**src/adc_ctrl_pkg.sv**
```systemverilog
// Constants, register map and types of the converter control block.
// Assumes a 25 MHz bus clock and a simple strobe-based register port.
//
// Notes on behaviour
// - With interrupt enable 0, each finished conversion sets the done flag.
// - Status/control write or result read clears the done flag.
// - Reset clears the done flag.
// - With interrupt enable 1, the done flag reads as 0.
// - With interrupt enable 1, each finished conversion raises an interrupt request.
// - Result read or status/control write withdraws the pending interrupt request.
// - Reset clears interrupt enable.
// - Five-bit channel select picks the pin; analog use overrides port logic.
// - A conversion takes 14 to 15 converter clock periods.
// - Each result is an unsigned 8-bit value.
// - Sampling lasts at least 5 converter clock periods.
// - After power-up, 14 converter clock periods pass before the first conversion starts.
// - Stop state aborts a conversion; conversions resume after stop ends.
package adc_ctrl_pkg;

	////////////////////////////////////////////////////////////////////////////
	// Register map
	localparam logic [3:0] ADDR_STATUS_CONTROL = 4'h0;
	localparam logic [3:0] ADDR_RESULT         = 4'h1;
	localparam logic [3:0] ADDR_CLOCK_SELECT   = 4'h2;
	localparam logic [3:0] ADDR_EVT_STATUS     = 4'h3;
	localparam logic [3:0] ADDR_EVT_CLEAR      = 4'h4;
	localparam logic [3:0] ADDR_EVT_ENABLE     = 4'h5;

	// Status/control layout
	localparam int BIT_DONE    = 7;
	localparam int BIT_IRQ_EN  = 6;
	localparam int CH_LSB      = 0;
	localparam logic [4:0] CH_RESET  = 5'h1F;
	localparam logic [4:0] CH_OFF    = 5'h1F;
	localparam int NUM_CHANNELS      = 12;

	// Converter clock divider: reset divide gives 25 MHz / 25 = 1 MHz
	localparam logic [7:0] CLKSEL_RESET = 8'h18;

	// Conversion timing in converter clock periods
	localparam logic [4:0] POWERUP_PERIODS = 5'h0E;
	localparam logic [4:0] SAMPLE_PERIODS  = 5'h05;
	localparam logic [4:0] CONV_PERIODS    = 5'h0E;

	// Event bits
	localparam int EVT_DONE  = 0;
	localparam int EVT_ABORT = 1;

	typedef enum logic [1:0] {
		ST_POWERUP = 2'b00,
		ST_SAMPLE  = 2'b01,
		ST_CONVERT = 2'b11,
		ST_STOPPED = 2'b10
	} conv_state_e;

	typedef struct packed {
		logic       irq_en;
		logic [4:0] channel;
		logic [7:0] clk_div;
	} conv_cfg_s;

endpackage

```
**src/adc_tick_gen.sv**
```systemverilog
// Converter clock tick generator: one-cycle tick every (div+1) bus clocks.
// Assumes the divider value is static while conversions run.
`timescale 1ns/10ps
module adc_tick_gen (
	// Clock and reset
	input  wire logic       i_ref_clk,
	input  wire logic       i_rst_b,
	// Control
	input  wire logic       i_run,
	input  wire logic [7:0] i_div,
	// Tick
	output logic            o_tick
);

	logic [7:0] cnt_q;
	logic [7:0] cnt_d;
	logic       tick_q;
	logic       tick_d;

	always_comb begin
		cnt_d  = cnt_q;
		tick_d = 1'b0;
		if (!i_run) begin
			cnt_d = 8'h00;
		end else if (cnt_q >= i_div) begin
			cnt_d  = 8'h00;
			tick_d = 1'b1;
		end else begin
			cnt_d = cnt_q + 8'h01;
		end
	end

	always_ff @(posedge i_ref_clk or negedge i_rst_b) begin
		if (!i_rst_b) begin
			cnt_q  <= 8'h00;
			tick_q <= 1'b0;
		end else begin
			cnt_q  <= cnt_d;
			tick_q <= tick_d;
		end
	end

	assign o_tick = tick_q;

endmodule

```
**src/adc_conversion_control.sv**
```systemverilog
// Conversion control and status for an 8-bit successive-approximation converter.
// Assumes the analog comparator answers within one bus clock of each trial.
`timescale 1ns/10ps
module adc_conversion_control (
	// Clock and reset
	input  wire logic        i_ref_clk,
	input  wire logic        i_rst_b,
	// Register port
	input  wire logic [3:0]  i_addr,
	input  wire logic [7:0]  i_wdata,
	input  wire logic        i_wr,
	input  wire logic        i_rd,
	output logic      [7:0]  o_rdata,
	// Analog front end
	input  wire logic        i_cmp_high,
	output logic      [7:0]  o_dac_code,
	output logic             o_sample,
	output logic      [11:0] o_analog_sel,
	output logic             o_powered,
	// Low-power
	input  wire logic        i_stop,
	// Interrupts
	output logic             o_conv_irq,
	output logic             o_irq
);

	////////////////////////////////////////////////////////////////////////////
	// Configuration registers
	adc_ctrl_pkg::conv_cfg_s cfg_q;
	adc_ctrl_pkg::conv_cfg_s cfg_d;
	logic                    wr_sc;
	logic                    rd_res;

	assign wr_sc  = i_wr && (i_addr == adc_ctrl_pkg::ADDR_STATUS_CONTROL);
	assign rd_res = i_rd && (i_addr == adc_ctrl_pkg::ADDR_RESULT);

	always_comb begin
		cfg_d = cfg_q;
		if (wr_sc) begin
			cfg_d.irq_en  = i_wdata[adc_ctrl_pkg::BIT_IRQ_EN];
			cfg_d.channel = i_wdata[adc_ctrl_pkg::CH_LSB +: 5];
		end
		if (i_wr && (i_addr == adc_ctrl_pkg::ADDR_CLOCK_SELECT)) begin
			cfg_d.clk_div = i_wdata;
		end
	end

	always_ff @(posedge i_ref_clk or negedge i_rst_b) begin
		if (!i_rst_b) begin
			cfg_q.irq_en  <= 1'b0;
			cfg_q.channel <= adc_ctrl_pkg::CH_RESET;
			cfg_q.clk_div <= adc_ctrl_pkg::CLKSEL_RESET;
		end else begin
			cfg_q <= cfg_d;
		end
	end

	////////////////////////////////////////////////////////////////////////////
	// Converter clock; software keeps the divide inside the legal band
	logic tick;

	adc_tick_gen u_tick (
		.i_ref_clk (i_ref_clk),
		.i_rst_b   (i_rst_b),
		// A status write restarts the divider so the first sampling period is whole
		.i_run     (!i_stop && !wr_sc),
		.i_div     (cfg_q.clk_div),
		.o_tick    (tick)
	);

	////////////////////////////////////////////////////////////////////////////
	// Conversion sequencer: 5 sampling plus 8 bit-trial and 1 result period = 14
	adc_ctrl_pkg::conv_state_e st_q;
	adc_ctrl_pkg::conv_state_e st_d;
	logic [4:0] per_q;
	logic [4:0] per_d;
	logic [7:0] sar_q;
	logic [7:0] sar_d;
	logic [7:0] bit_q;
	logic [7:0] bit_d;
	logic [7:0] result_q;
	logic [7:0] result_d;
	logic       done_ev;
	logic       abort_ev;
	logic       chan_valid;

	assign chan_valid = (cfg_q.channel < 5'(adc_ctrl_pkg::NUM_CHANNELS));

	always_comb begin
		st_d     = st_q;
		per_d    = per_q;
		sar_d    = sar_q;
		bit_d    = bit_q;
		result_d = result_q;
		done_ev  = 1'b0;
		abort_ev = 1'b0;
		if (i_stop) begin
			// Stop drops the partial result; nothing is written to the result
			abort_ev = (st_q == adc_ctrl_pkg::ST_SAMPLE) || (st_q == adc_ctrl_pkg::ST_CONVERT);
			st_d  = adc_ctrl_pkg::ST_STOPPED;
			per_d = 5'h00;
		end else if (wr_sc) begin
			// A new channel write restarts sampling; power-up is never cut short
			if ((st_q == adc_ctrl_pkg::ST_SAMPLE) || (st_q == adc_ctrl_pkg::ST_CONVERT)) begin
				st_d  = adc_ctrl_pkg::ST_SAMPLE;
				per_d = 5'h00;
			end
		end else if (tick) begin
			case (st_q)
				adc_ctrl_pkg::ST_STOPPED: begin
					// Re-run power-up so analog settles after stop
					st_d  = adc_ctrl_pkg::ST_POWERUP;
					per_d = 5'h00;
				end
				adc_ctrl_pkg::ST_POWERUP: begin
					per_d = per_q + 5'h01;
					if (per_q == adc_ctrl_pkg::POWERUP_PERIODS - 5'h01) begin
						st_d  = adc_ctrl_pkg::ST_SAMPLE;
						per_d = 5'h00;
					end
				end
				adc_ctrl_pkg::ST_SAMPLE: begin
					per_d = per_q + 5'h01;
					if (!chan_valid) begin
						per_d = 5'h00;
					end else if (per_q == adc_ctrl_pkg::SAMPLE_PERIODS - 5'h01) begin
						st_d  = adc_ctrl_pkg::ST_CONVERT;
						per_d = per_q + 5'h01;
						sar_d = 8'h80;
						bit_d = 8'h80;
					end
				end
				adc_ctrl_pkg::ST_CONVERT: begin
					per_d = per_q + 5'h01;
					if (bit_q != 8'h00) begin
						if (i_cmp_high) begin
							sar_d = sar_q & ~bit_q;
						end
						bit_d = bit_q >> 1;
						if (bit_q > 8'h01) begin
							sar_d = (i_cmp_high ? (sar_q & ~bit_q) : sar_q) | (bit_q >> 1);
						end
					end
					if (per_q == adc_ctrl_pkg::CONV_PERIODS - 5'h01) begin
						result_d = sar_q;
						done_ev  = 1'b1;
						st_d     = adc_ctrl_pkg::ST_SAMPLE;
						per_d    = 5'h00;
					end
				end
				default: begin
					st_d  = adc_ctrl_pkg::ST_POWERUP;
					per_d = 5'h00;
				end
			endcase
		end
	end

	always_ff @(posedge i_ref_clk or negedge i_rst_b) begin
		if (!i_rst_b) begin
			st_q     <= adc_ctrl_pkg::ST_POWERUP;
			per_q    <= 5'h00;
			sar_q    <= 8'h00;
			bit_q    <= 8'h00;
			result_q <= 8'h00;
		end else begin
			st_q     <= st_d;
			per_q    <= per_d;
			sar_q    <= sar_d;
			bit_q    <= bit_d;
			result_q <= result_d;
		end
	end

	////////////////////////////////////////////////////////////////////////////
	// Done flag, conversion interrupt, event status
	logic       done_q;
	logic       done_d;
	logic       cirq_q;
	logic       cirq_d;
	logic [1:0] evt_q;
	logic [1:0] evt_d;
	logic [1:0] evt_en_q;
	logic [1:0] evt_en_d;
	logic       irq_q;
	logic       irq_d;
	logic       clr_done;

	assign clr_done = wr_sc || rd_res;

	always_comb begin
		// Set beats clear when both land in one cycle
		done_d = (done_q && !clr_done) || (done_ev && !cfg_q.irq_en);
		cirq_d = (cirq_q && !clr_done) || (done_ev && cfg_q.irq_en);
		if (cfg_q.irq_en) begin
			done_d = 1'b0;
		end
		evt_d = evt_q;
		if (i_wr && (i_addr == adc_ctrl_pkg::ADDR_EVT_CLEAR)) begin
			evt_d = evt_q & ~i_wdata[1:0];
		end
		evt_d[adc_ctrl_pkg::EVT_DONE]  = evt_d[adc_ctrl_pkg::EVT_DONE] | done_ev;
		evt_d[adc_ctrl_pkg::EVT_ABORT] = evt_d[adc_ctrl_pkg::EVT_ABORT] | abort_ev;
		evt_en_d = evt_en_q;
		if (i_wr && (i_addr == adc_ctrl_pkg::ADDR_EVT_ENABLE)) begin
			evt_en_d = i_wdata[1:0];
		end
		irq_d = |(evt_d & evt_en_d);
	end

	always_ff @(posedge i_ref_clk or negedge i_rst_b) begin
		if (!i_rst_b) begin
			done_q   <= 1'b0;
			cirq_q   <= 1'b0;
			evt_q    <= 2'h0;
			evt_en_q <= 2'h0;
			irq_q    <= 1'b0;
		end else begin
			done_q   <= done_d;
			cirq_q   <= cirq_d;
			evt_q    <= evt_d;
			evt_en_q <= evt_en_d;
			irq_q    <= irq_d;
		end
	end

	////////////////////////////////////////////////////////////////////////////
	// Read data and analog outputs, all registered
	logic [7:0]  rdata_d;
	logic [7:0]  rdata_q;
	logic [11:0] sel_d;
	logic [11:0] sel_q;
	logic [7:0]  dac_q;
	logic        samp_q;
	logic        pwr_q;

	always_comb begin
		rdata_d = 8'h00;
		if (i_rd) begin
			case (i_addr)
				adc_ctrl_pkg::ADDR_STATUS_CONTROL: begin
					rdata_d = {done_q && !cfg_q.irq_en, cfg_q.irq_en, 1'b0, cfg_q.channel};
				end
				adc_ctrl_pkg::ADDR_RESULT:       rdata_d = result_q;
				adc_ctrl_pkg::ADDR_CLOCK_SELECT: rdata_d = cfg_q.clk_div;
				adc_ctrl_pkg::ADDR_EVT_STATUS:   rdata_d = {6'h00, evt_q};
				adc_ctrl_pkg::ADDR_EVT_ENABLE:   rdata_d = {6'h00, evt_en_q};
				default:                         rdata_d = 8'h00;
			endcase
		end
		// One-hot pin claim; claimed pin is forced analog over port logic
		sel_d = 12'h000;
		if (chan_valid) begin
			sel_d[cfg_q.channel[3:0]] = 1'b1;
		end
	end

	always_ff @(posedge i_ref_clk or negedge i_rst_b) begin
		if (!i_rst_b) begin
			rdata_q <= 8'h00;
			sel_q   <= 12'h000;
			dac_q   <= 8'h00;
			samp_q  <= 1'b0;
			pwr_q   <= 1'b0;
		end else begin
			rdata_q <= rdata_d;
			sel_q   <= sel_d;
			dac_q   <= sar_d;
			samp_q  <= (st_d == adc_ctrl_pkg::ST_SAMPLE);
			pwr_q   <= (st_d != adc_ctrl_pkg::ST_STOPPED);
		end
	end

	assign o_rdata      = rdata_q;
	assign o_analog_sel = sel_q;
	assign o_dac_code   = dac_q;
	assign o_sample     = samp_q;
	assign o_powered    = pwr_q;
	assign o_conv_irq   = cirq_q;
	assign o_irq        = irq_q;

	////////////////////////////////////////////////////////////////////////////
	// Checks
	done_needs_ev_a: assert property (@(posedge i_ref_clk) disable iff (!i_rst_b)
		$rose(done_q) |-> $past(done_ev) && !$past(cfg_q.irq_en))
		else $error("done flag rose without a finished conversion");
	done_set_a: assert property (@(posedge i_ref_clk) disable iff (!i_rst_b)
		done_ev && !cfg_q.irq_en |=> done_q)
		else $error("done flag not set at conversion end");
	done_clear_a: assert property (@(posedge i_ref_clk) disable iff (!i_rst_b)
		clr_done && !done_ev |=> !done_q)
		else $error("done flag survived a clearing access");
	done_read_zero_a: assert property (@(posedge i_ref_clk) disable iff (!i_rst_b)
		i_rd && i_addr == adc_ctrl_pkg::ADDR_STATUS_CONTROL && cfg_q.irq_en |=> !o_rdata[7])
		else $error("done flag read as one with interrupt enabled");
	irq_raise_a: assert property (@(posedge i_ref_clk) disable iff (!i_rst_b)
		done_ev && cfg_q.irq_en |=> o_conv_irq && result_q == $past(sar_q))
		else $error("interrupt or result missing at conversion end");
	irq_withdraw_a: assert property (@(posedge i_ref_clk) disable iff (!i_rst_b)
		clr_done && !done_ev |=> !o_conv_irq)
		else $error("interrupt not withdrawn on clearing access");
	conv_length_a: assert property (@(posedge i_ref_clk) disable iff (!i_rst_b)
		done_ev |-> per_q == adc_ctrl_pkg::CONV_PERIODS - 5'h01)
		else $error("conversion length wrong");
	sample_min_a: assert property (@(posedge i_ref_clk) disable iff (!i_rst_b)
		st_q == adc_ctrl_pkg::ST_SAMPLE && st_d == adc_ctrl_pkg::ST_CONVERT
		|-> per_q == adc_ctrl_pkg::SAMPLE_PERIODS - 5'h01)
		else $error("sampling phase too short");
	stop_abort_a: assert property (@(posedge i_ref_clk) disable iff (!i_rst_b)
		i_stop |=> st_q == adc_ctrl_pkg::ST_STOPPED && !done_ev)
		else $error("conversion not aborted in stop");
	pin_claim_a: assert property (@(posedge i_ref_clk) disable iff (!i_rst_b)
		##1 $past(chan_valid) |-> o_analog_sel == 12'(12'h001 << $past(cfg_q.channel[3:0])))
		else $error("analog pin claim wrong");

endmodule

```
**config.mk**
```make
export PLATFORM = sky130hd
export DESIGN_NAME = adc_conversion_control
export DESIGN_NICKNAME = d
export VERILOG_FILES = /design/src/adc_ctrl_pkg.sv /design/src/adc_tick_gen.sv /design/src/adc_conversion_control.sv
export SDC_FILE = /design/constraint.sdc
export NUM_CORES = 1
export LEC_CHECK = 0
export ABC_AREA = 1
export BUFFER_PORTS_ARGS = -buffer_cell sky130_fd_sc_hd__buf_2
export CELL_PAD_IN_SITES_DETAIL_PLACEMENT = 0
export CELL_PAD_IN_SITES_GLOBAL_PLACEMENT = 2
export CORE_ASPECT_RATIO = 0.8
export CORE_MARGIN = 5
export CORE_UTILIZATION = 39
export CTS_BUF_LIST = sky130_fd_sc_hd__clkbuf_8
export DETAILED_ROUTE_END_ITERATION = 7
export PLACE_DENSITY_LB_ADDON = 0.1
export SETUP_SLACK_MARGIN = 0.5
export SLEW_MARGIN = 20
export SYNTH_ARGS = -nofsm -noshare
export SYNTH_HDL_FRONTEND = slang
export SYNTH_HIERARCHICAL = 1
export SYNTH_SLANG_ARGS = --single-unit
```
**constraint.sdc**
```tcl
create_clock -name i_ref_clk -period 3.7 [get_ports i_ref_clk]
set_input_delay 0 -clock i_ref_clk [delete_from_list [all_inputs] [get_ports i_ref_clk]]
set_output_delay 0 -clock i_ref_clk [all_outputs]
set_load 0.01 [all_outputs]
```
==> results_dict.tcl, run 1 <==
set metrics [dict create \
    outcome "complete, no violations" \
    hp-class "in2reg" \
    start_util_pct 39.37 \
    yosysWarnings 6 \
    finalSetupViolations 0 \
    io_buffers 49 \
    rsz0062_at_grt "false" \
    drive_gt1_share_pct 19.90 \
    clkSinkCount 83 \
    antenna_found_initial 0 \
    hold_start "i_addr[2]" \
    crit_fanout 30 \
    drt-pass1-iter-count 6 \
    syn_avg_cell_area_um2 8.375 \
    grt_max_degree 47 \
    r2r_end "bit_q[4]$_DFFE_PN0P_" \
    synth_seq_area_share_pct 49.22 \
    hold_viol 0 \
    period_needed_ns 2.338 \
    final-max-slew-violation-count 0 \
    drcViolationCount 0 \
    n_antenna_cell 0 \
    criticalPathCategory "reg2reg" \
    grt_pass1_wl_um 16070 \
    hold_end "cfg_q[11]$_DFFE_PN1P_" \
    finalHoldWorstSlack_ns 0.09263 \
    drtIter0Drc 194 \
    cts.htree.levels 3 \
    die_y_um 103.2 \
    rows 34 \
    r2r_slack_ns 1.36 \
    finClkSkew_ns 0.01133 \
    ant_nets 0 \
    maxCapViolCount 0 \
    die_width_um 126.5 \
    cts_root_buffer "clkbuf_8" \
    clock_path_buffers 2 \
    synth_seq_cells 83 \
    vias_per_cell 4.529 \
    area_delta_synth_final_pct 15.85 \
    arrival_ns 2.57 \
    reg2reg_from "st_q[0]$_DFF_PN0_" \
    track_usage_pct 15.53 \
    routedWlPerCell_um 13.34 \
    fin_tns_setup_ns 0 \
    syn_nets 540 \
    grt-ovfl-total 0 \
    core_um2 10760 \
    final_util_pct 45.62 \
    cts_tree "built" \
    worstSetupEndpointType "flip-flop" \
    dp_hpwl_um 7151 \
    slew_headroom_pct 48.90 \
    clk_latency_ns 0.36 \
    powerDensity_nw_per_um2 420.7 \
    die-area_um2 13060 \
    critPathLaunch "st_q[0]$_DFF_PN0_" \
    numCtsBuffers 9 \
    clk_transition_reported_paths_ns 0.09 \
    start_kind "flip-flop" \
    syn_inst 506 \
    min_path_cells 4 \
    finalWirelength_um 9568 \
    grt_pass1_vias 3237 \
    post-cts-setup-buffers 0 \
    totalPowerFinal_uw 2065 \
    ir_drop_mv 0.1842 \
    crit_required_ns 3.93 \
    leakagePower_uw 0.002591 \
    place_congestion 0.8206 \
    fin_crit_sh_pct 63.20 \
    rr_worst_depth 8 \
    worstMarginPinSlew_ns 0.7666 \
    route.vias.total 3247 \
    synth_cell_type_count 34 \
    nets 602 \
    netlist_area_um2 4238 \
    ios 50 \
    fmax_ghz 0.4277 \
]
-- metal layers --
metal	global-route usage (%)	wire, µm	vias to the layer above
li1	-	-	1718
met1	20.99	4844	1469
met2	24.84	4191	48
met3	4.415	415	12
met4	4.122	117	0
met5	0	0	-
-- kinds of logic after synthesis --
kind of cell,Yosys count,synth area share [%]
flops,83,49.22
fa+ha+maj,16,4.724
compound gates,74,11.69
buf+inv,90,9.034
xor+xnor,2,0.4134
mux,2,0.5314
simple gates,239,24.39
-- how the worst max path moves through the flow --
| stage | end | slack (ns) |
|---|---|---|
| after floorplan | bit_q[7]$_DFFE_PN0P_ | 2.18 |
| after global placement | bit_q[7]$_DFFE_PN0P_ | 1.43 |
| after detailed placement | bit_q[4]$_DFFE_PN0P_ | 1.34 |
| after CTS | bit_q[4]$_DFFE_PN0P_ | 1.33 |
| after global routing | bit_q[0]$_DFFE_PN0P_ | 1.08 |
| final | bit_q[4]$_DFFE_PN0P_ | 1.36 |
-- synthesized netlist by cell type --
master,number,share of area (%)
ha_1,16,4.7
clkbuf_8,1,0.32
buf_2,1,0.12
xor2_1,2,0.41
nand3_4,2,0.83
clkinv_1,1,0.088
nor2_1,43,3.8
o221ai_1,2,0.41
inv_1,79,7.0
o21ai_2,24,5.0
or2_2,1,0.15
nand3_2,2,0.47
nor2_2,3,0.44
nand2_1,151,13
nand3_1,21,2.5
buf_6,4,1.1
nand4_1,9,1.3
o21bai_1,2,0.35
nand3b_1,1,0.18
nor3_1,1,0.12
o21ai_0,27,3.2
mux2_2,2,0.53
o211ai_1,4,0.71
a21o_1,1,0.18
nor2_4,3,0.80
o31ai_1,1,0.18
dfstp_2,7,4.3
clkbuf_1,3,0.27
dfrtp_1,76,45
nand2_2,1,0.15
buf_4,1,0.18
a21oi_2,2,0.41
a21oi_1,11,1.3
nand2_4,1,0.27
-- timing repair --
action / 4_1_cts / 5_1_grt
hold buffers: 11 / 0
resized for setup: 0 / 0
hold endpoints to repair: 67 / 0
setup endpoints to repair: 0 / 0
-- cell type report --
cell class	count	area, µm²
clock buffer	10	137.6
clock inverter	6	71.32
fill	1097	5853
inverter	80	300.3
multi-input combinational	333	1769
sequential	83	2086
tap	144	180.2
timing repair buffer	61	365.4
-- critical path: stages (launching register included) --
cell and delay (ns):
dfrtp_1 0.40, ha_1 0.67, nor2_2 0.12, inv_1 0.11, nand2_1 0.06, nor2_2 0.17, nand2_2 0.41, nand2_1 0.21
o21ai_2 0.07
-- state kept, by name (all words and copies together) (netlist names), 2 cells and up --
| name | cells |
|---|---|
| bit_q | 8 |
| cfg_q | 14 |
| evt_en_q | 2 |
| evt_q | 2 |
| o_analog_sel | 12 |
| o_dac_code | 8 |
| o_rdata | 8 |
| per_q | 5 |
| result_q | 8 |
| st_q | 2 |
| u_tick/cnt_q | 8 |
-- layout by cell type (no fill, tap or decap), types with 2 or more instances in the layout --
cell type,n
inv_1,79
o21ai_2,24
o21ai_0,27
nand3_1,21
a21oi_2,2
dlygate4sd3_1,11
dfrtp_1,76
nand3_2,2
buf_4,2
nor2_1,43
o221ai_1,2
nor2_2,3
a21oi_1,11
o21bai_1,2
nand4_1,9
xor2_1,2
clkbuf_8,10
nand3_4,2
dfstp_2,7
nand2_1,151
buf_2,48
ha_1,16
mux2_2,2
o211ai_1,4
clkinvlp_4,2
inv_6,2
nor2_4,3
-- power by group --
group	switching, µW	total [µW]	leakage [µW]	internal (µW)
registers	55.7	1050	0.00111	992
logic	218	334	0.00138	116
clock network	348	684	0.0000995	336
-- per-stage QoR --
step	cells	setup WS, ns	area, µm²
floorplan	506	2.177	4238
global placement	690	1.434	4591
detailed placement	690	1.344	4591
CTS	717	1.335	4910
global route	717	1.080	4910
finish	717	1.362	4910
No activity file was read; power rests on OpenSTA's default activity.
==> run 2: changes to the inputs <==
CORE_UTILIZATION = 33   (was 39)
clock period = 2 ns   (was 3.7 ns; I/O delays follow)
==> results_dict.tcl, run 2 (synthesized netlist as in run 1, its figures left out) <==
set metrics [dict create \
    outcome "complete, no violations" \
    p_clk_share_pct 29.7 \
    crit_fanout 8 \
    finalSetupViolations 0 \
    wl_met1_um 5294 \
    worstSetupEndpointType "flip-flop" \
    path_cells "inv_2 > ha_4 > nand2_4 > nor2_4 > nand2_1 > nand2_1 > nand2_1 > inv_2 > nand2_4 > buf_12 > nand2_2 > o21ai_2" \
    final_common_cell "nand2_1" \
    dr_wl_met2_um 4699 \
    min_path_cells 4 \
    n_antenna_cell 0 \
    clock_path_buffers 2 \
    clk_transition_reported_paths_ns 0.09 \
    drcViolationCount 0 \
    cts_tree "built" \
    arrival_ns 1.80 \
    ios 50 \
    core_um2 12730 \
    grt-ovfl-total 0 \
    die_width_um 136.7 \
    fin_crit_sh_pct 77.18 \
    p_seq_share_pct 50.2 \
    die-area_um2 15220 \
    grt_pass1_wl_um 16900 \
    dp_hpwl_um 7452 \
    p_sw_uw 1258 \
    cts.htree.levels 3 \
    routed.top_layer "met4" \
    drtIter0Drc 158 \
    final-max-slew-violation-count 0 \
    clk_latency_ns 0.38 \
    fin_ws_ns 0.4564 \
    largest_reg_flops 14 \
    crit_required_ns 2.26 \
    ir_drop_mv 0.3234 \
    track_usage_pct 14.29 \
    fillers 1276 \
    cts_root_buffer "clkbuf_8" \
    top_register "cfg_q" \
    period_needed_ns 1.544 \
    drive_gt1_share_pct 31.71 \
    start_kind "flip-flop" \
    antenna_found_initial 0 \
    final_cell_mix "nand2_1 (126), dfrtp_1 (74), inv_1 (71)" \
    finClkSkew_ns 0.01202 \
    route.vias.total 3384 \
    final_cell_area_um2 5438 \
    place_area_um2 4667 \
    die_y_um 111.4 \
    fin_tns_setup_ns 0 \
    fmax_ghz 0.6478 \
    p_sw_share_pct 32.58 \
    dr_wl_met3_um 482 \
    critPathSlowestCell "dfrtp_1" \
    worstMarginPinSlew_ns 0.5563 \
    ant_nets 0 \
    hold_viol 0 \
    clkSinkCount 83 \
    slew_headroom_pct 62.91 \
    io_buffers 49 \
    criticalPathCategory "reg2reg" \
    nets 625 \
    leakagePower_uw 0.002762 \
    start_util_pct 33.29 \
    area_delta_synth_final_pct 28.31 \
    grt_pass1_vias 3347 \
    powerDensity_nw_per_um2 709.8 \
    rsz0062_at_grt "true" \
    cpPeakStageDelay_ns 0.42 \
    hp-class "in2reg" \
    crit_path_frequent_cell "nand2_1" \
    rr_worst_depth 12 \
    place_congestion 0.7862 \
    comb_power_share_pct 20.1 \
    internal-power_uw 2602 \
    numCtsBuffers 9 \
    vias_per_cell 4.389 \
    dp_slack_ns 0.2372 \
    rows 37 \
    grt_max_degree 41 \
    routedWlPerCell_um 13.73 \
    drt-pass1-iter-count 4 \
    maxCapViolCount 0 \
    finalWirelength_um 10590 \
]
run 2: metal layers:
layer  track usage [%]  vias to the layer above
li1                  -                     1767
met1             20.22                     1553
met2             21.47                       56
met3             4.381                        8
met4             3.358                        0
met5                 0                        -
run 2: power groups by stage:
stage / combinational (µW) / sequential (µW) / clock [µW]
global placement: 626 / 1970 / 0
detailed placement: 622 / 1970 / 0
finish: 775 / 1940 / 1150
global route: 904 / 1960 / 1250
floorplan: 379 / 1970 / 0
CTS: 729 / 1940 / 1200
run 2: path summary, 6_finish.rpt:
check | startpoint | endpoint | slack (ns)
setup / recovery | per_q[0]$_DFFE_PN0P_ | o_dac_code[4]$_DFFE_PN0P_ | 0.46
hold / removal | i_addr[2] | cfg_q[8]$_DFFE_PN1P_ | 0.08
setup reg to reg | per_q[0]$_DFFE_PN0P_ | o_dac_code[4]$_DFFE_PN0P_ | 0.46
hold reg to reg | cfg_q[13]$_DFFE_PN0P_ | done_q$_DFF_PN0_ | 0.46
max in group asynchronous | i_rst_b | o_dac_code[1]$_DFFE_PN0P_ | 1.20
min in group asynchronous | i_rst_b | o_analog_sel[10]$_DFF_PN0_ | 0.16
run 2: area by class of cell:
class                   count  area [µm²]  share of cell area (%)
inverters                  80       300.3                   5.522
clock inverters             7       61.31                   1.127
multi-input cells         334        2038                   37.48
flip-flops and latches     83        2088                   38.40
well taps                 175       219.0                   4.027
clock buffers               9       123.9                   2.278
repair buffers             83       606.8                   11.16
run 2: worst max-delay path: cells and delay by family (launching register included):
family,cells,cell delay (ns)
flip-flops,1,0.42
AND/OR/NAND/NOR,7,0.50
AO/OA/AOI/OAI,1,0.04
buffers and inverters,3,0.33
adder cells (fa/ha/maj),1,0.14
run 2: repair_timing:
item                                    4_1_cts  5_1_grt
hold buffers                                 11        0
gates resized for setup                      24       48
cloned                                        1        3
endpoints found under the hold margin        62        0
pin swaps                                     8       19
buffers inserted                              8        8
endpoints found under the setup margin       41       32
run 2: per-stage QoR:
step / total power [µW] / util [%] / hold WS (ns) / cells
2_1_floorplan: 2346 / - / -0.2956 / 506
3_3_place_gp: 2597 / 36.66 / 0.02304 / 724
3_5_place_dp: 2592 / 36.66 / 0.02960 / 724
4_1_cts: 3868 / 40.41 / 0.06655 / 760
5_1_grt: 4109 / 42.71 / 0.08350 / 771
6_report: 3860 / 42.71 / 0.07662 / 771
